===== config.mk =====
export PLATFORM = sky130hd
export DESIGN_NAME = rx_datalink_alarm_and_message_receiver
export DESIGN_NICKNAME = d
export VERILOG_FILES = /design/src/shared/rx_dl_pkg.sv /design/src/rtl/rx_datalink_alarm_and_message_receiver.sv
export SDC_FILE = /design/constraint.sdc
export NUM_CORES = 1
export LEC_CHECK = 0
export BUFFER_PORTS_ARGS = -buffer_cell sky130_fd_sc_hd__buf_2
export CORE_ASPECT_RATIO = 0.7
export CORE_MARGIN = 2
export CORE_UTILIZATION = 37
export CTS_CLUSTER_DIAMETER = 30
export DETAILED_ROUTE_END_ITERATION = 10
export GPL_ROUTABILITY_DRIVEN = 0
export PLACE_DENSITY_LB_ADDON = 0.25
export RECOVER_POWER = 25
export SLEW_MARGIN = 30
export SYNTH_ARGS = -nofsm -noshare
export SYNTH_HDL_FRONTEND = slang
export SYNTH_SLANG_ARGS = --single-unit

===== constraint.sdc =====
create_clock -name clock -period 6.9 [get_ports clock]
set_input_delay 1.38 -clock clock [delete_from_list [all_inputs] [get_ports clock]]
set_output_delay 1.38 -clock clock [all_outputs]
set_load 0.02 [all_outputs]

===== src/shared/rx_dl_pkg.sv =====
// Constants, register map and status layout of the receive data-link controller.
// Assumes a 32-bit AHB-Lite register bus whose word index is haddr[10:2].
package rx_dl_pkg;

  // Register indices; the byte address is four times the index
  localparam logic [8:0]  IDX_ALARM_CODE   = 9'h016;
  localparam logic [8:0]  IDX_ALARM_IRQ    = 9'h017;
  localparam logic [8:0]  IDX_LAPD_CTRL    = 9'h018;
  localparam logic [8:0]  IDX_LAPD_STAT    = 9'h019;
  localparam logic [8:0]  IDX_BUF_FIRST    = 9'h0de;
  localparam logic [8:0]  IDX_BUF_LAST     = 9'h135;

  // Alarm interrupt enable/status fields
  localparam int          AIRQ_VALID_STAT  = 0;
  localparam int          AIRQ_VALID_EN    = 1;
  localparam int          AIRQ_REMOVE_STAT = 2;
  localparam int          AIRQ_REMOVE_EN   = 3;
  localparam int          AIRQ_VALIDATED   = 4;
  localparam logic        AIRQ_EN_RESET    = 1'b0;

  // Message receiver control fields
  localparam int          LCTRL_IRQ_STAT   = 0;
  localparam int          LCTRL_IRQ_EN     = 1;
  localparam int          LCTRL_ENABLE     = 2;
  localparam logic        LCTRL_EN_RESET   = 1'b1;
  localparam logic        LCTRL_IEN_RESET  = 1'b0;

  // Alarm code message
  localparam int          ALARM_MSG_BITS   = 16;
  localparam int          ALARM_HIST       = 10;
  localparam logic [3:0]  ALARM_VALID_MIN  = 4'd8;
  localparam logic [3:0]  ALARM_REMOVE_MIN = 4'd3;

  // Message framing
  localparam logic [7:0]  FLAG_OCTET       = 8'h7e;
  localparam logic [7:0]  ADDR1_CUST       = 8'h3c;
  localparam logic [7:0]  ADDR1_NET        = 8'h3e;
  localparam logic [7:0]  ADDR2_OCTET      = 8'h01;
  localparam logic [7:0]  CTRL_OCTET       = 8'h03;
  localparam logic [7:0]  TYPE_CL_PATH     = 8'h38;
  localparam logic [7:0]  TYPE_IDLE_SIG    = 8'h34;
  localparam logic [7:0]  TYPE_TEST_SIG    = 8'h32;
  localparam logic [7:0]  TYPE_ITU_PATH    = 8'h3f;
  localparam logic [15:0] CRC_POLY         = 16'h1021;
  localparam logic [15:0] CRC_INIT_DEFAULT = 16'hffff;
  localparam logic [2:0]  STUFF_RUN        = 3'd5;
  localparam logic [2:0]  FLAG_RUN         = 3'd6;
  localparam logic [6:0]  MIN_OCTETS       = 7'd5;
  localparam int          BUF_DEPTH        = 88;

  typedef struct packed {
    logic       abort;
    logic [1:0] msg_type;
    logic       cr;
    logic       fcs_err;
    logic       message_end_flag;
    logic       flag;
  } lapd_status_t;

endpackage : rx_dl_pkg


===== src/rtl/rx_datalink_alarm_and_message_receiver.sv =====
// Receive data-link controller: alarm code receiver and message receiver with buffer.
// Assumes alarm and data-link bits arrive as one-cycle strobes from the frame aligner
// on the same clock, and a single AHB-Lite master with this slave as the only one.
//
// The AHB-Lite interface to the registers is this design's own decision.
`timescale 1ns/1ps
`default_nettype none

// Function
// - Alarm code bits are taken only while C-bit parity framing is selected.
// - Alarm message: eight ones, zero, d0..d5, zero; ones end arrives first.
// - One alarm bit per frame; sixteen frames make one message.
// - Message boundary found by eight ones then two zeros with six bits between them.
// - Code seen in eight of last ten messages is validated and stored.
// - Validation sets the validated bit and valid event status, raising interrupt.
// - Code register holds last validated code in bits 6..1, others zero.
// - Three of last ten differing from validated code removes it, with interrupt.
// - Removal clears the validated bit, bit 4 of the alarm interrupt register.
// - Alarm interrupt register: enables bits 1 and 3, status bits clear on read.
// - Message bits come from the three data-link overhead bits per multiframe.
// - Enabled message receiver hunts for 0x7e flag octets.
// - Inserted zeros between opening and closing flags are discarded.
// - Frame: flag, 0x3c/0x3e, 0x01, 0x03, information, check MSB first, flag.
// - Check sequence verified with CRC-16 x16+x12+x5+1 over de-stuffed data.
// - First information octet decodes message type.
// - Message stored in buffer at locations 0xde to 0x135.
// - Status: end, flag, abort, type, command/response bit, check error.
// - Alarm codes and message frames are received concurrently.
// - A zero following five consecutive ones is deleted.
// - Check error bit set on mismatch, zero otherwise.
// - End-of-message bit set when the closing flag arrives.
module rx_datalink_alarm_and_message_receiver
  import rx_dl_pkg::*;
#(
  parameter logic [15:0] CRC_INIT = CRC_INIT_DEFAULT
) (
  // Clock and reset
  input  wire logic        clock,
  input  wire logic        rst_n,
  // AHB-Lite slave
  input  wire logic        hsel,
  input  wire logic [31:0] haddr,
  input  wire logic [1:0]  htrans,
  input  wire logic        hwrite,
  input  wire logic [2:0]  hsize,
  input  wire logic [31:0] hwdata,
  input  wire logic        hready,
  output logic             hreadyout,
  output logic             hresp,
  output logic [31:0]      hrdata,
  // Overhead bits from the frame aligner
  input  wire logic        c_bit_mode,
  input  wire logic        alarm_bit,
  input  wire logic        alarm_bit_valid,
  input  wire logic        datalink_overhead_bits,
  input  wire logic        datalink_bit_valid,
  // Interrupt request
  output logic             irq
);

  typedef enum logic {HUNT, RECV} lapd_state_t;

  // ---------------- Bus slave ----------------
  wire             bus_take = hsel && htrans[1] && hready && (hsize == 3'b010);
  wire [8:0]       bus_idx  = haddr[10:2];
  wire             bus_rd   = bus_take && !hwrite;
  logic            wr_pend;
  logic [8:0]      wr_idx;
  wire             wr_airq  = wr_pend && (wr_idx == IDX_ALARM_IRQ);
  wire             wr_lctrl = wr_pend && (wr_idx == IDX_LAPD_CTRL);
  wire             rd_airq  = bus_rd && (bus_idx == IDX_ALARM_IRQ);
  wire             rd_lctrl = bus_rd && (bus_idx == IDX_LAPD_CTRL);

  assign hreadyout = 1'b1;
  assign hresp     = 1'b0;

  always_ff @(posedge clock or negedge rst_n) begin
    if (!rst_n) begin
      wr_pend <= 1'b0;
      wr_idx  <= 9'h000;
    end else begin
      wr_pend <= bus_take && hwrite;
      wr_idx  <= bus_idx;
    end
  end

  // ---------------- Alarm code receiver ----------------
  logic [ALARM_MSG_BITS-1:0] alarm_sr;
  logic [5:0]                hist [ALARM_HIST];
  logic [ALARM_HIST-1:0]     hist_vld;
  logic                      hist_new;
  logic [5:0]                alarm_code;
  logic                      validated;
  logic                      valid_stat;
  logic                      valid_en;
  logic                      remove_stat;
  logic                      remove_en;
  logic [3:0]                eq_cnt;
  logic [3:0]                diff_cnt;

  wire        alarm_take = alarm_bit_valid && c_bit_mode;
  wire [15:0] next_alarm_sr = {alarm_bit, alarm_sr[15:1]};
  wire        alarm_framed = alarm_take && (next_alarm_sr[7:0] == 8'hff)
                             && !next_alarm_sr[8] && !next_alarm_sr[15];
  wire        validate_evt = hist_new && !validated && (eq_cnt >= ALARM_VALID_MIN);
  wire        remove_evt   = hist_new && validated && (diff_cnt >= ALARM_REMOVE_MIN);

  always_ff @(posedge clock or negedge rst_n) begin
    if (!rst_n) begin
      alarm_sr <= '0;
    end else if (alarm_framed) begin
      alarm_sr <= '0;
    end else if (alarm_take) begin
      alarm_sr <= next_alarm_sr;
    end
  end

  always_ff @(posedge clock or negedge rst_n) begin
    if (!rst_n) begin
      hist_vld <= '0;
      hist_new <= 1'b0;
      for (int i = 0; i < ALARM_HIST; i++) hist[i] <= 6'h00;
    end else begin
      hist_new <= alarm_framed;
      if (alarm_framed) begin
        hist[0]  <= next_alarm_sr[14:9];
        hist_vld <= {hist_vld[ALARM_HIST-2:0], 1'b1};
        for (int i = 1; i < ALARM_HIST; i++) hist[i] <= hist[i-1];
      end
    end
  end

  always_comb begin
    eq_cnt   = 4'h0;
    diff_cnt = 4'h0;
    for (int i = 0; i < ALARM_HIST; i++) begin
      if (hist_vld[i] && (hist[i] == hist[0])) eq_cnt = eq_cnt + 4'h1;
      if (hist_vld[i] && (hist[i] != alarm_code)) diff_cnt = diff_cnt + 4'h1;
    end
  end

  always_ff @(posedge clock or negedge rst_n) begin
    if (!rst_n) begin
      alarm_code  <= 6'h00;
      validated   <= 1'b0;
      valid_stat  <= 1'b0;
      remove_stat <= 1'b0;
      valid_en    <= AIRQ_EN_RESET;
      remove_en   <= AIRQ_EN_RESET;
    end else begin
      if (validate_evt) alarm_code <= hist[0];
      validated   <= validate_evt || (validated && !remove_evt);
      valid_stat  <= validate_evt || (valid_stat && !rd_airq);
      remove_stat <= remove_evt || (remove_stat && !rd_airq);
      if (wr_airq) begin
        valid_en  <= hwdata[AIRQ_VALID_EN];
        remove_en <= hwdata[AIRQ_REMOVE_EN];
      end
    end
  end

  wire alarm_irq = (valid_stat && valid_en) || (remove_stat && remove_en);

  // ---------------- Message receiver ----------------
  lapd_state_t    state;
  lapd_status_t   status;
  logic           lapd_en;
  logic           lapd_ien;
  logic           lapd_istat;
  logic [2:0]     ones;
  logic [2:0]     bitcnt;
  logic [6:0]     ocount;
  logic [7:0]     octet;
  logic [7:0]     fcs_hi;
  logic [7:0]     fcs_lo;
  logic [15:0]    crc;
  logic [7:0]     buf_mem [BUF_DEPTH];
  logic [1:0]     next_type;

  function automatic logic [15:0] crc_octet(input logic [15:0] c, input logic [7:0] d);
    logic [15:0] r;
    r = c;
    for (int k = 0; k < 8; k++) begin
      r = (r[15] ^ d[k]) ? ({r[14:0], 1'b0} ^ CRC_POLY) : {r[14:0], 1'b0};
    end
    return r;
  endfunction : crc_octet

  wire       lapd_bit   = datalink_bit_valid && lapd_en;
  wire       bit_in     = datalink_overhead_bits;
  wire       in_frame   = (state == RECV);
  wire       flag_hit   = lapd_bit && !bit_in && (ones == FLAG_RUN);
  wire       abort_hit  = lapd_bit && bit_in && (ones == FLAG_RUN) && in_frame;
  wire       stuff_drop = !bit_in && (ones == STUFF_RUN);
  wire       data_bit   = lapd_bit && in_frame && !flag_hit && !abort_hit && !stuff_drop;
  wire       octet_done = data_bit && (bitcnt == 3'd7);
  wire [7:0] next_octet = {bit_in, octet[7:1]};
  wire       close_evt  = flag_hit && in_frame && (bitcnt == 3'd7) && (ocount >= MIN_OCTETS);
  wire       hdr_bad    = octet_done && (
                            ((ocount == 7'd0) && (next_octet != ADDR1_CUST)
                             && (next_octet != ADDR1_NET))
                            || ((ocount == 7'd1) && (next_octet != ADDR2_OCTET))
                            || ((ocount == 7'd2) && (next_octet != CTRL_OCTET)));
  wire       hdr_ok     = octet_done && (ocount == 7'd2) && (next_octet == CTRL_OCTET);
  wire       overlong   = octet_done && (ocount == 7'(BUF_DEPTH - 1));
  wire       go_hunt    = !lapd_en || abort_hit || hdr_bad || overlong;
  wire       fcs_bad    = crc != {fcs_hi, fcs_lo};

  assign next_type = (next_octet == TYPE_CL_PATH)  ? 2'b00 :
                     (next_octet == TYPE_IDLE_SIG) ? 2'b01 :
                     (next_octet == TYPE_TEST_SIG) ? 2'b10 :
                     (next_octet == TYPE_ITU_PATH) ? 2'b11 : status.msg_type;

  always_ff @(posedge clock or negedge rst_n) begin
    if (!rst_n) begin
      lapd_en  <= LCTRL_EN_RESET;
      lapd_ien <= LCTRL_IEN_RESET;
    end else if (wr_lctrl) begin
      lapd_en  <= hwdata[LCTRL_ENABLE];
      lapd_ien <= hwdata[LCTRL_IRQ_EN];
    end
  end

  always_ff @(posedge clock or negedge rst_n) begin
    if (!rst_n) begin
      state <= HUNT;
      ones  <= 3'd0;
    end else begin
      if (lapd_bit) ones <= !bit_in ? 3'd0 : ((ones == 3'd7) ? ones : ones + 3'd1);
      if (go_hunt) state <= HUNT;
      else if (flag_hit) state <= RECV;
    end
  end

  always_ff @(posedge clock or negedge rst_n) begin
    if (!rst_n) begin
      bitcnt <= 3'd0;
      ocount <= 7'd0;
      octet  <= 8'h00;
      fcs_hi <= 8'h00;
      fcs_lo <= 8'h00;
      crc    <= CRC_INIT;
    end else if (flag_hit) begin
      bitcnt <= 3'd0;
      ocount <= 7'd0;
      crc    <= CRC_INIT;
    end else if (data_bit) begin
      bitcnt <= bitcnt + 3'd1;
      octet  <= next_octet;
      if (octet_done) begin
        ocount <= ocount + 7'd1;
        fcs_lo <= next_octet;
        fcs_hi <= fcs_lo;
        if (ocount >= 7'd2) crc <= crc_octet(crc, fcs_hi);
      end
    end
  end

  always_ff @(posedge clock) begin
    if (octet_done && !overlong) buf_mem[ocount + 7'd1] <= next_octet;
  end

  always_ff @(posedge clock or negedge rst_n) begin
    if (!rst_n) begin
      status     <= '0;
      lapd_istat <= 1'b0;
    end else begin
      status.flag <= flag_hit || (status.flag && !octet_done);
      if (close_evt) begin
        status.message_end_flag     <= 1'b1;
        status.fcs_err <= fcs_bad;
      end else if (hdr_ok) begin
        status.message_end_flag <= 1'b0;
      end
      status.abort <= abort_hit || (status.abort && !hdr_ok);
      if (octet_done && (ocount == 7'd0)) status.cr <= next_octet[1];
      if (octet_done && (ocount == 7'd3)) status.msg_type <= next_type;
      lapd_istat <= close_evt || (lapd_istat && !rd_lctrl);
    end
  end

  // ---------------- Read path and interrupt ----------------
  wire       in_buf   = (bus_idx >= IDX_BUF_FIRST) && (bus_idx <= IDX_BUF_LAST);
  wire [6:0] buf_ofs  = 7'(bus_idx - IDX_BUF_FIRST);
  wire [7:0] buf_rd   = (buf_ofs == 7'd0) ? FLAG_OCTET : buf_mem[buf_ofs];
  wire [7:0] airq_rd  = {3'b000, validated, remove_en, remove_stat, valid_en, valid_stat};
  wire [7:0] lctrl_rd = {5'b00000, lapd_en, lapd_ien, lapd_istat};
  wire [7:0] rd_byte  = (bus_idx == IDX_ALARM_CODE) ? {1'b0, alarm_code, 1'b0} :
                        (bus_idx == IDX_ALARM_IRQ)  ? airq_rd :
                        (bus_idx == IDX_LAPD_CTRL)  ? lctrl_rd :
                        (bus_idx == IDX_LAPD_STAT)  ? {1'b0, status} :
                        in_buf                      ? buf_rd : 8'h00;

  always_ff @(posedge clock or negedge rst_n) begin
    if (!rst_n) begin
      hrdata <= 32'h0000_0000;
      irq    <= 1'b0;
    end else begin
      if (bus_rd) hrdata <= {24'h000000, rd_byte};
      irq <= alarm_irq || (lapd_istat && lapd_ien);
    end
  end
endmodule : rx_datalink_alarm_and_message_receiver

`default_nettype wire


* Yosys cells after proc, flatten, opt, wreduce, memory -nomap -nowiden
Memory sizes are Yosys's and may differ from the RTL's.
Cells that the tools add are included.
** Storage, ports and cells
- Bits in registers :: 181
- Latch bits :: 0
- Bits in writable memories :: 704
- Bits in read-only memories :: 0
- Input bits :: 79
- Output and inout port bits :: 35
- Word-level logic and storage cells :: 304
- Memories kept :: 1
** Operators by class
- $add $sub $neg :: 22
- $mul :: 0
- Div/mod/pow operators :: 0
- Order comparisons :: 6
- Eq/ne operators :: 46
- Shifts and indexed selects :: 0
- Mux-type cells :: 57
- Bitwise gates (word level) :: 17
- Reduce and logical (&&, ||, !) cells :: 115
** Memories
- buf_mem :: words 88, bits a word 8, read ports 1, clocked after memory_dff 0, wr ports 1, line rx_datalink_alarm_and_message_receiver.sv:177 : logic [7:0] buf_mem [BUF_DEPTH];
** Operator list (count)
- $mux 13 :: 8
- $mux 16 :: 6
- $add 4x1->4 const B :: 18
- $logic_and 1x1->1 :: 72
- $mux 4 :: 18
- $ne 6x6->1 :: 10
- $eq 6x6->1 :: 9
- $eq 9x5->1 const B :: 6
- $mux 8 :: 6
- $eq 8x6->1 const B :: 4
- $not 3->3 :: 8
- $mux 7 :: 3
- $ne 16x16->1 :: 1
- $ne 8x6->1 const B :: 2
- $logic_not 1->1 :: 15
- $eq 7x2->1 const B :: 2
- $logic_not 7->1 :: 2
- $logic_or 1x1->1 :: 13
- $eq 3x3->1 const B :: 4
- $mux 3 :: 4
- $reduce_bool 2->1 :: 6
- $ge 9x8->1 const B :: 1
- $le 9x9->1 const B :: 1
- $eq 8x2->1 const B :: 1
- 21 further kinds :: 43

* Depth between registers and ports, before layout
Gate-level depths: netlist of run 1.
- Depth after elaboration :: 26
- Gate-level depth with buffers :: 29
- Gate-level depth less buffers :: 28

* Worst setup path after synthesis of run 1
Ideal clock, no wire load.
- Kind :: register -> register
- Start :: register hist[57] in the netlist's numbering
- End :: register alarm_code[0]
- Setup time :: 0.125 ns
- Arrival time :: 6.086 ns
- Path slack :: 0.689 ns
- Stages on the path, launching flop included :: 29
- Path through :: dfrtp_1 > buf_2 > xnor2_1 > nand2_1 > or3_1 > ha_1 > inv_1 > nand3_1 > nand2_1 > ha_1 > nand3_1 > o31ai_1 > ha_1 > inv_1 > a21oi_1 > ha_1 > nand2_1 > o21ai_0 > ha_1 > and3_1 > and3_1 > xnor2_1 > xor3_2 > xor2_1 > and3_1 > o211ai_2 > xnor3_2 > nor2_8 > mux2_4
** Between the ends
- Longest elaborated chain between the ends :: 21
- Elaborated cells on any way between the ends :: 37
- Those cells by class :: add/sub: 8; order compare: 1; eq/ne: 9; mux: 9; reduce/logical: 10
** RTL lines
- from (decl) :: line rx_datalink_alarm_and_message_receiver.sv:89 : logic [5:0] hist [ALARM_HIST];
- $eq 6x6->1 :: line rx_datalink_alarm_and_message_receiver.sv:137 : if (hist_vld[i] && (hist[i] == hist[0])) eq_cnt = eq_cnt + 4'h1;
- $logic_and 1x1->1 :: line rx_datalink_alarm_and_message_receiver.sv:137
- $mux 4 :: line rx_datalink_alarm_and_message_receiver.sv:137
- $add 4x1->4 :: line rx_datalink_alarm_and_message_receiver.sv:137
- $mux 4 :: line rx_datalink_alarm_and_message_receiver.sv:137
- $add 4x1->4 :: line rx_datalink_alarm_and_message_receiver.sv:137
- $mux 4 :: line rx_datalink_alarm_and_message_receiver.sv:137
- $add 4x1->4 :: line rx_datalink_alarm_and_message_receiver.sv:137
- [... 5 more ...]
- $add 4x1->4 :: line rx_datalink_alarm_and_message_receiver.sv:137
- $mux 4 :: line rx_datalink_alarm_and_message_receiver.sv:137
- $add 4x1->4 :: line rx_datalink_alarm_and_message_receiver.sv:137
- $mux 4 :: line rx_datalink_alarm_and_message_receiver.sv:137
- $add 4x1->4 :: line rx_datalink_alarm_and_message_receiver.sv:137
- $mux 4 (*) :: line rx_datalink_alarm_and_message_receiver.sv:137
- $ge 4x4->1 (*) :: line rx_datalink_alarm_and_message_receiver.sv:105 : wire validate_evt = hist_new && !validated && (eq_cnt >= ALARM_VALID_MIN);
- $logic_and 1x1->1 (*) :: line rx_datalink_alarm_and_message_receiver.sv:105
- to (signal assigned) :: line rx_datalink_alarm_and_message_receiver.sv:151 : if (validate_evt) alarm_code <= hist[0];
- to (decl) :: line rx_datalink_alarm_and_message_receiver.sv:92 : logic [5:0] alarm_code;
Mark *: on every way between the ends. The rest lies on a longest branch, timed or not.
A chain may end at the register's enable or synchronous reset.

* Worst setup path after layout of run 1
- Start :: register hist[51] in the netlist's numbering
- End :: register alarm_code[0]
** Between the ends
- Longest elaborated chain between the ends :: 21
** RTL lines (line)
- $eq 6x6->1 (*) :: rx_datalink_alarm_and_message_receiver.sv:137
- $logic_and 1x1->1 (*) :: rx_datalink_alarm_and_message_receiver.sv:137
- $mux 4 (*) :: rx_datalink_alarm_and_message_receiver.sv:137
- $add 4x1->4 :: rx_datalink_alarm_and_message_receiver.sv:137
- $mux 4 (*) :: rx_datalink_alarm_and_message_receiver.sv:137
- $add 4x1->4 :: rx_datalink_alarm_and_message_receiver.sv:137
- $mux 4 (*) :: rx_datalink_alarm_and_message_receiver.sv:137
- $add 4x1->4 :: rx_datalink_alarm_and_message_receiver.sv:137
- [... 5 more ...]
- $add 4x1->4 :: rx_datalink_alarm_and_message_receiver.sv:137
- $mux 4 (*) :: rx_datalink_alarm_and_message_receiver.sv:137
- $add 4x1->4 :: rx_datalink_alarm_and_message_receiver.sv:137
- $mux 4 (*) :: rx_datalink_alarm_and_message_receiver.sv:137
- $add 4x1->4 :: rx_datalink_alarm_and_message_receiver.sv:137
- $mux 4 (*) :: rx_datalink_alarm_and_message_receiver.sv:137
- $ge 4x4->1 (*) :: rx_datalink_alarm_and_message_receiver.sv:105
- $logic_and 1x1->1 (*) :: rx_datalink_alarm_and_message_receiver.sv:105
Marks and branches as above.

==> metrics, run 1 <==
outcome=complete, but fails checks; failing checks=max-capacitance violations, max-slew violations; Yosys top cell by area=edfxtp_1; footprint of the multi-input gates=12,200 um2; logic gate share of total power=3.2%; FF/Latch Area=25,600 um2; Via density=5.38; hold path start=hrdata[0]; Tot Pwr=12.8 mW; final hold violations=0; root buffer cell=clkbuf_16; clock-pin slew on the worst setup and hold paths=0.06 ns; Top FF cell, synth=edfxtp_1; # rows=98; Critical Path RT=7.50 ns; Cell Area, Synth=38,400 um2; clock power share=51.7%; Hold Path Class=reg2reg; CTS Hold Bufs=0; Crit. Startpoint=hist[51]; max frequency=155 MHz; Layout area overhead=16.6%; detailed-route via count=20,952; Synth area leaders=edfxtp_1 55%, mux4_2 12%, dfrtp_1 11%, xnor2_1 2.5%, mux2_2 2.4%; post-layout min period=6.47 ns; Antenna Nets Post-Route=0; reg2reg setup slack=0.43 ns; Rel. slew slack=-231%; initial DRC count=2,097; area of the core=103,000 um2; Synth cell types=83; Yosys reg bits=883; worst setup skew after layout=0.0213 ns; share of cells above drive strength 1=26.6%; Clock Path Buffers=3; compound-cell area share of the yosys netlist=3.44%; Synth Area in Simple Gates=6.15%; vias in the first global route=21,193; Cells after Synth=2,318; part of the power in registers=45.1%; main combinational cell family by area after synthesis=multiplexers; post-CTS setup buffer count=0; Most common cell on crit path=ha_1; Max Slew Vio Count=540; worst path bufs/invs=2; crit path max fanout=7; I/O Buffers=34; unrepaired setup endpoints after global routing=no; GRT Overall Usage=17.6%; crit path kind=reg2reg; actual slew at the worst max-slew pin=4.97 ns; # IOs=114; post-synth top area share=55.0%; Total Nets Final=2,545; CTS sink count=883; overall die width=389 um; adder-cell area share of the yosys netlist=1.01%; Routed WL per cell=23.8 um; die height=274 um; largest net degree at the start of global routing=99; clk_lat worst skew=0.73 ns; Max IR drop VDD=0.208 mV; Residual DRC=0; PwrDens=285 nW/um2; Pre-antenna DRT Iters=5; delay-heaviest family, CP=XOR/XNOR gates; count leader, synth=edfxtp_1; initial antenna violation count=7; post-DP HPWL=59,500 um; Num CTS Buffers=121; first-pass GRT wire length=140,000 um; Initial Util=37.5%; remaining global-route overflow=0; Worst path slowest cell=xor3_2; CP endpoint kind=flip-flop; number of synthesized flops with an enable pin=704; start of the worst register-to-register path=hist[51]; Syn Area/Cell=16.6 um2; Sw Pwr=2.89 mW; nature of the critical path startpoint=flip-flop; Sw Ratio=22.6%; fillers=8,966; CTS tree=yes; Fin Setup TNS=0 ns; post_cts resized=0; Final period util=93.8%; final WL=92,600 um; Post-synth ARST share=20.3%; synth warn=0; final setup fails=0; Pint=9.90 mW; Die ar.=107,000 um2; CP peak stage delay=0.50 ns; CTS H-tree lvls=3; max cap viols=7; CP arrival=7.08 ns; register area share after synthesis=66.7%; Leak=16.2 nW; XOR/XNOR Fraction of Synth Area=5.10%; post-synthesis mux area share=15.5%; Synth top cells by count=704 x edfxtp_1, 213 x mux4_2, 175 x nand2_1
-- routing by layer --
| layer | track usage [%] | wire length, um |
|---|---|---|
| met5 | 0 | 56 |
| met4 | 4.23 | 1830 |
| met3 | 4.38 | 6970 |
| met2 | 25.0 | 39900 |
| met1 | 26.9 | 43800 |
-- flip-flops by register name, summed over array words and instances, names as in the netlist, 3 cells and up --
| register | cells |
|---|---|
| alarm_code | 6 |
| alarm_sr | 15 |
| bitcnt | 3 |
| buf_mem | 704 |
| crc | 16 |
| fcs_hi | 8 |
| fcs_lo | 8 |
| hist | 60 |
| hist_vld | 10 |
| hrdata | 8 |
| ocount | 7 |
| octet | 7 |
| ones | 3 |
| status | 7 |
| wr_idx | 9 |
-- tightest hold or removal path: cells and delay by family, from the launching register on --
| kind | cells | cell delay (ns) |
|---|---|---|
| flops | 1 | 0.34 |
| compound gates | 1 | 0.06 |
| simple gates | 1 | 0.05 |
-- stage by stage --
stage          hold slack [ns]  cell area (um2)  utilization [%]  setup slack, ns  cells
5_1_grt                  0.517            44800             43.7           0.0139   3893
3_5_place_dp             0.469            40500             39.5            0.441   3662
6_report                 0.479            44800             43.7            0.429   3895
4_1_cts                  0.481            44800             43.7            0.404   3893
3_3_place_gp             0.468            40400             39.4            0.469   3660
2_1_floorplan            0.450            38500                -            0.689   2342
-- layout by cell type (no fill, tap or decap), drive strengths merged, types with 6 or more instances in the layout --
| cell | n |
|---|---|
| nor2b | 15 |
| nor4 | 15 |
| dfrtp | 162 |
| a31oi | 16 |
| bufinv | 18 |
| clkinv | 40 |
| a21oi | 38 |
| nand2b | 8 |
| o31ai | 13 |
| clkinvlp | 12 |
| nand4b | 6 |
| and3 | 10 |
| conb | 26 |
| xnor2 | 115 |
| nand2 | 175 |
| nor3 | 17 |
| xor2 | 82 |
| edfxtp | 704 |
| nand3 | 39 |
| and2 | 11 |
| inv | 68 |
| clkbuf | 140 |
| a211oi | 11 |
| xnor3 | 8 |
| mux2 | 89 |
| nor2 | 153 |
| nand4 | 33 |
| buf | 96 |
| o21ai | 57 |
| a22oi | 6 |
| mux2i | 15 |
| o211ai | 13 |
| mux4 | 213 |
| o221ai | 6 |
| dfstp | 17 |
| ha | 31 |
-- power groups by stage --
stage	Sequential, mW	Clock, mW	Combinational, mW
after floorplan	5.87	0	0.270
after detailed placement	5.87	0	0.410
after CTS	5.77	6.72	0.411
after global routing	5.77	6.96	0.442
after global placement	5.87	0	0.402
final	5.77	6.61	0.405
-- cells by family after synthesis --
kind of cell,after synthesis
other cells,2
mux,317
simple gates,504
xor+xnor,206
fa+ha+maj,31
compound gates,202
flops,883
buf+inv,173
-- final timing paths --
path	depth (start not counted)	to
worst max-delay path	27	alarm_code[0]
worst min-delay path	2	hrdata[0]
worst max register to register	27	alarm_code[0]
worst min register to register	2	hrdata[0]
max in group asynchronous	1	hist[27]
min in group asynchronous	1	hist_vld[0]
-- cell type report --
cell class | instances | area share, %
clock buffer | 127 | 6.86
sequential | 883 | 57.2
antenna | 2 | 0.0112
multi-input combinational | 1286 | 27.2
inverter | 34 | 0.285
clock inverter | 104 | 2.93
tap | 1350 | 3.77
timing repair buffer | 109 | 1.70
Power figures use the tool's default switching activity.
==> run 2, diff against run 1 <==
- RECOVER_POWER: 25 -> not set
- clock period: 6.9 -> 8.3 ns (I/O delays scaled with it)
==> run 2 against run 1 <==
Design area shrank 0.57%. Sequential power is 17% lower. Sequential cell count stayed put. First-iteration DRC count fell by 8.6%. Critical path type unchanged. Routed wire length about the same. Worst setup slack better by 0.64 ns. Total power shrank 18%. Register-to-register slack better by 0.64 ns. Non-clock buffer count shrank 35. Critical path depth is the same. The flow now finishes without violations. Clock skew grew 0.00089 ns. Largest cell class unchanged. Die area unchanged.
==> metrics, run 2 (synthesized netlist as in run 1, its figures left out) <==
outcome=complete, no violations; Total Nets Final=2,520; share of cells above drive strength 1=25.8%; logic gate share of total power=3.3%; Antenna Nets Post-Route=0; remaining global-route overflow=0; Pre-antenna DRT Iters=5; Most common cell on crit path=ha_1; FF/Latch Area=25,600 um2; actual slew at the worst max-slew pin=0.983 ns; Worst path slowest cell=dfrtp_1; CP endpoint kind=flip-flop; Max IR drop VDD=0.220 mV; part of the power in registers=45.7%; CTS Hold Bufs=0; worst setup skew after layout=0.0222 ns; Tot Pwr=10.5 mW; fillers=8,940; clock-pin slew on the worst setup and hold paths=0.05 ns; max reg flops=704; # rows=98; Via density=5.42; largest net degree at the start of global routing=115; most frequent cells in the layout=704 x edfxtp_1, 213 x mux4_2, 174 x nand2_1; Residual DRC=0; most common cell after layout, fill and taps aside=edfxtp_1; crit path max fanout=13; Place WS=1.15 ns; nature of the critical path startpoint=flip-flop; first-pass GRT wire length=138,000 um; Final period util=87.1%; Sw Pwr=2.31 mW; PwrDens=236 nW/um2; GRT Overall Usage=17.5%; max cap viols=0; CTS tree=yes; unrepaired setup endpoints after global routing=no; CP arrival=7.83 ns; Fin Setup TNS=0 ns; Max Slew Vio Count=0; post_cts resized=0; clock power share=51.1%; clk_lat worst skew=0.73 ns; max frequency=138 MHz; overall die width=389 um; CP peak stage delay=0.90 ns; Rel. slew slack=34.1%; footprint of the multi-input gates=12,200 um2; Layout area overhead=15.9%; final hold violations=0; DP Area=40,200 um2; biggest regs=buf_mem x704, hist x60, crc x16; Leak=16.0 nW; post-DP HPWL=58,300 um; root buffer cell=clkbuf_16; Sw Ratio=21.9%; Final WS setup=1.07 ns; final WL=92,600 um; initial antenna violation count=8; Num CTS Buffers=131; area of the core=103,000 um2; CTS H-tree lvls=4; final hold slack=0.477 ns; crit path kind=reg2reg; Die ar.=107,000 um2; post-layout min period=7.23 ns; Hold Path Class=reg2reg; post-CTS setup buffer count=0; Top reg by flops=buf_mem; Clock Path Buffers=3; final instance area=44,500 um2; Routed WL per cell=23.9 um; initial DRC count=1,916; final setup fails=0; Pint=8.20 mW; I/O Buffers=34; vias in the first global route=21,236; CTS sink count=883; Initial Util=37.5%; Critical Path RT=8.89 ns; # IOs=114; detailed-route via count=20,975; die height=274 um
run 2: changes by cell type in the layout (fill, tap and decap cells not counted), sizes merged:
cell / change
bufinv: -9
clkinv: +8
clkinvlp: +4
clkbuf: +14
buf: -22
inv: -22
run 2: worst max-delay path: cells and delay by family, from the launching register on:
family                     cells  cell delay (ns)
DFF                            1             0.90
AOI/OAI and AO/OA              4             0.60
buffers and inverters          2             0.15
muxes                          1             0.32
xor gates and xnor gates       5             2.02
adders and majority gates      5             1.57
and+or+nand+nor               10             1.55
run 2: stage by stage:
stage	util, %	instances
2_1_floorplan	-	2342
3_3_place_gp	39.2	3625
3_5_place_dp	39.2	3626
4_1_cts	43.4	3865
5_1_grt	43.5	3866
6_report	43.5	3868
run 2: worst paths after layout:
check / from / endpoint / slack (ns) / depth (start not counted)
min: hrdata[0] / hrdata[0] / 0.48 / 2
max in group asynchronous: rst_n / octet[6] / 5.79 / 3
min reg2reg: hrdata[0] / hrdata[0] / 0.48 / 2
max reg2reg: hist[57] / alarm_code[3] / 1.07 / 27
min in group asynchronous: rst_n / hist_vld[0] / 0.80 / 1
max: hist[57] / alarm_code[3] / 1.07 / 27
run 2: routing by layer:
layer	vias up	track usage, %	part of all wire [%]
met2	728	25.1	43
met4	8	4.74	1.6
met1	10937	26.2	47
li1	9178	-	-
met5	-	0	0.053
met3	124	4.66	8.3
run 2: power groups by stage:
stage                     sequential (mW)  clock (mW)  combinational [mW]
after global placement               4.88           0               0.338
after detailed placement             4.88           0               0.345
after global routing                 4.80        5.67               0.372
after floorplan                      4.88           0               0.224
final                                4.80        5.37               0.343
after CTS                            4.80        5.47               0.345
run 2: cell type report:
type | instances | share of cell area (%)
Multi-Input combinational cell | 1286 | 27.4
Inverter | 34 | 0.286
Tap cell | 1350 | 3.79
Clock buffer | 154 | 7.79
Timing Repair Buffer | 74 | 1.32
Antenna cell | 2 | 0.0112
Sequential cell | 883 | 57.6
Clock inverter | 85 | 1.86
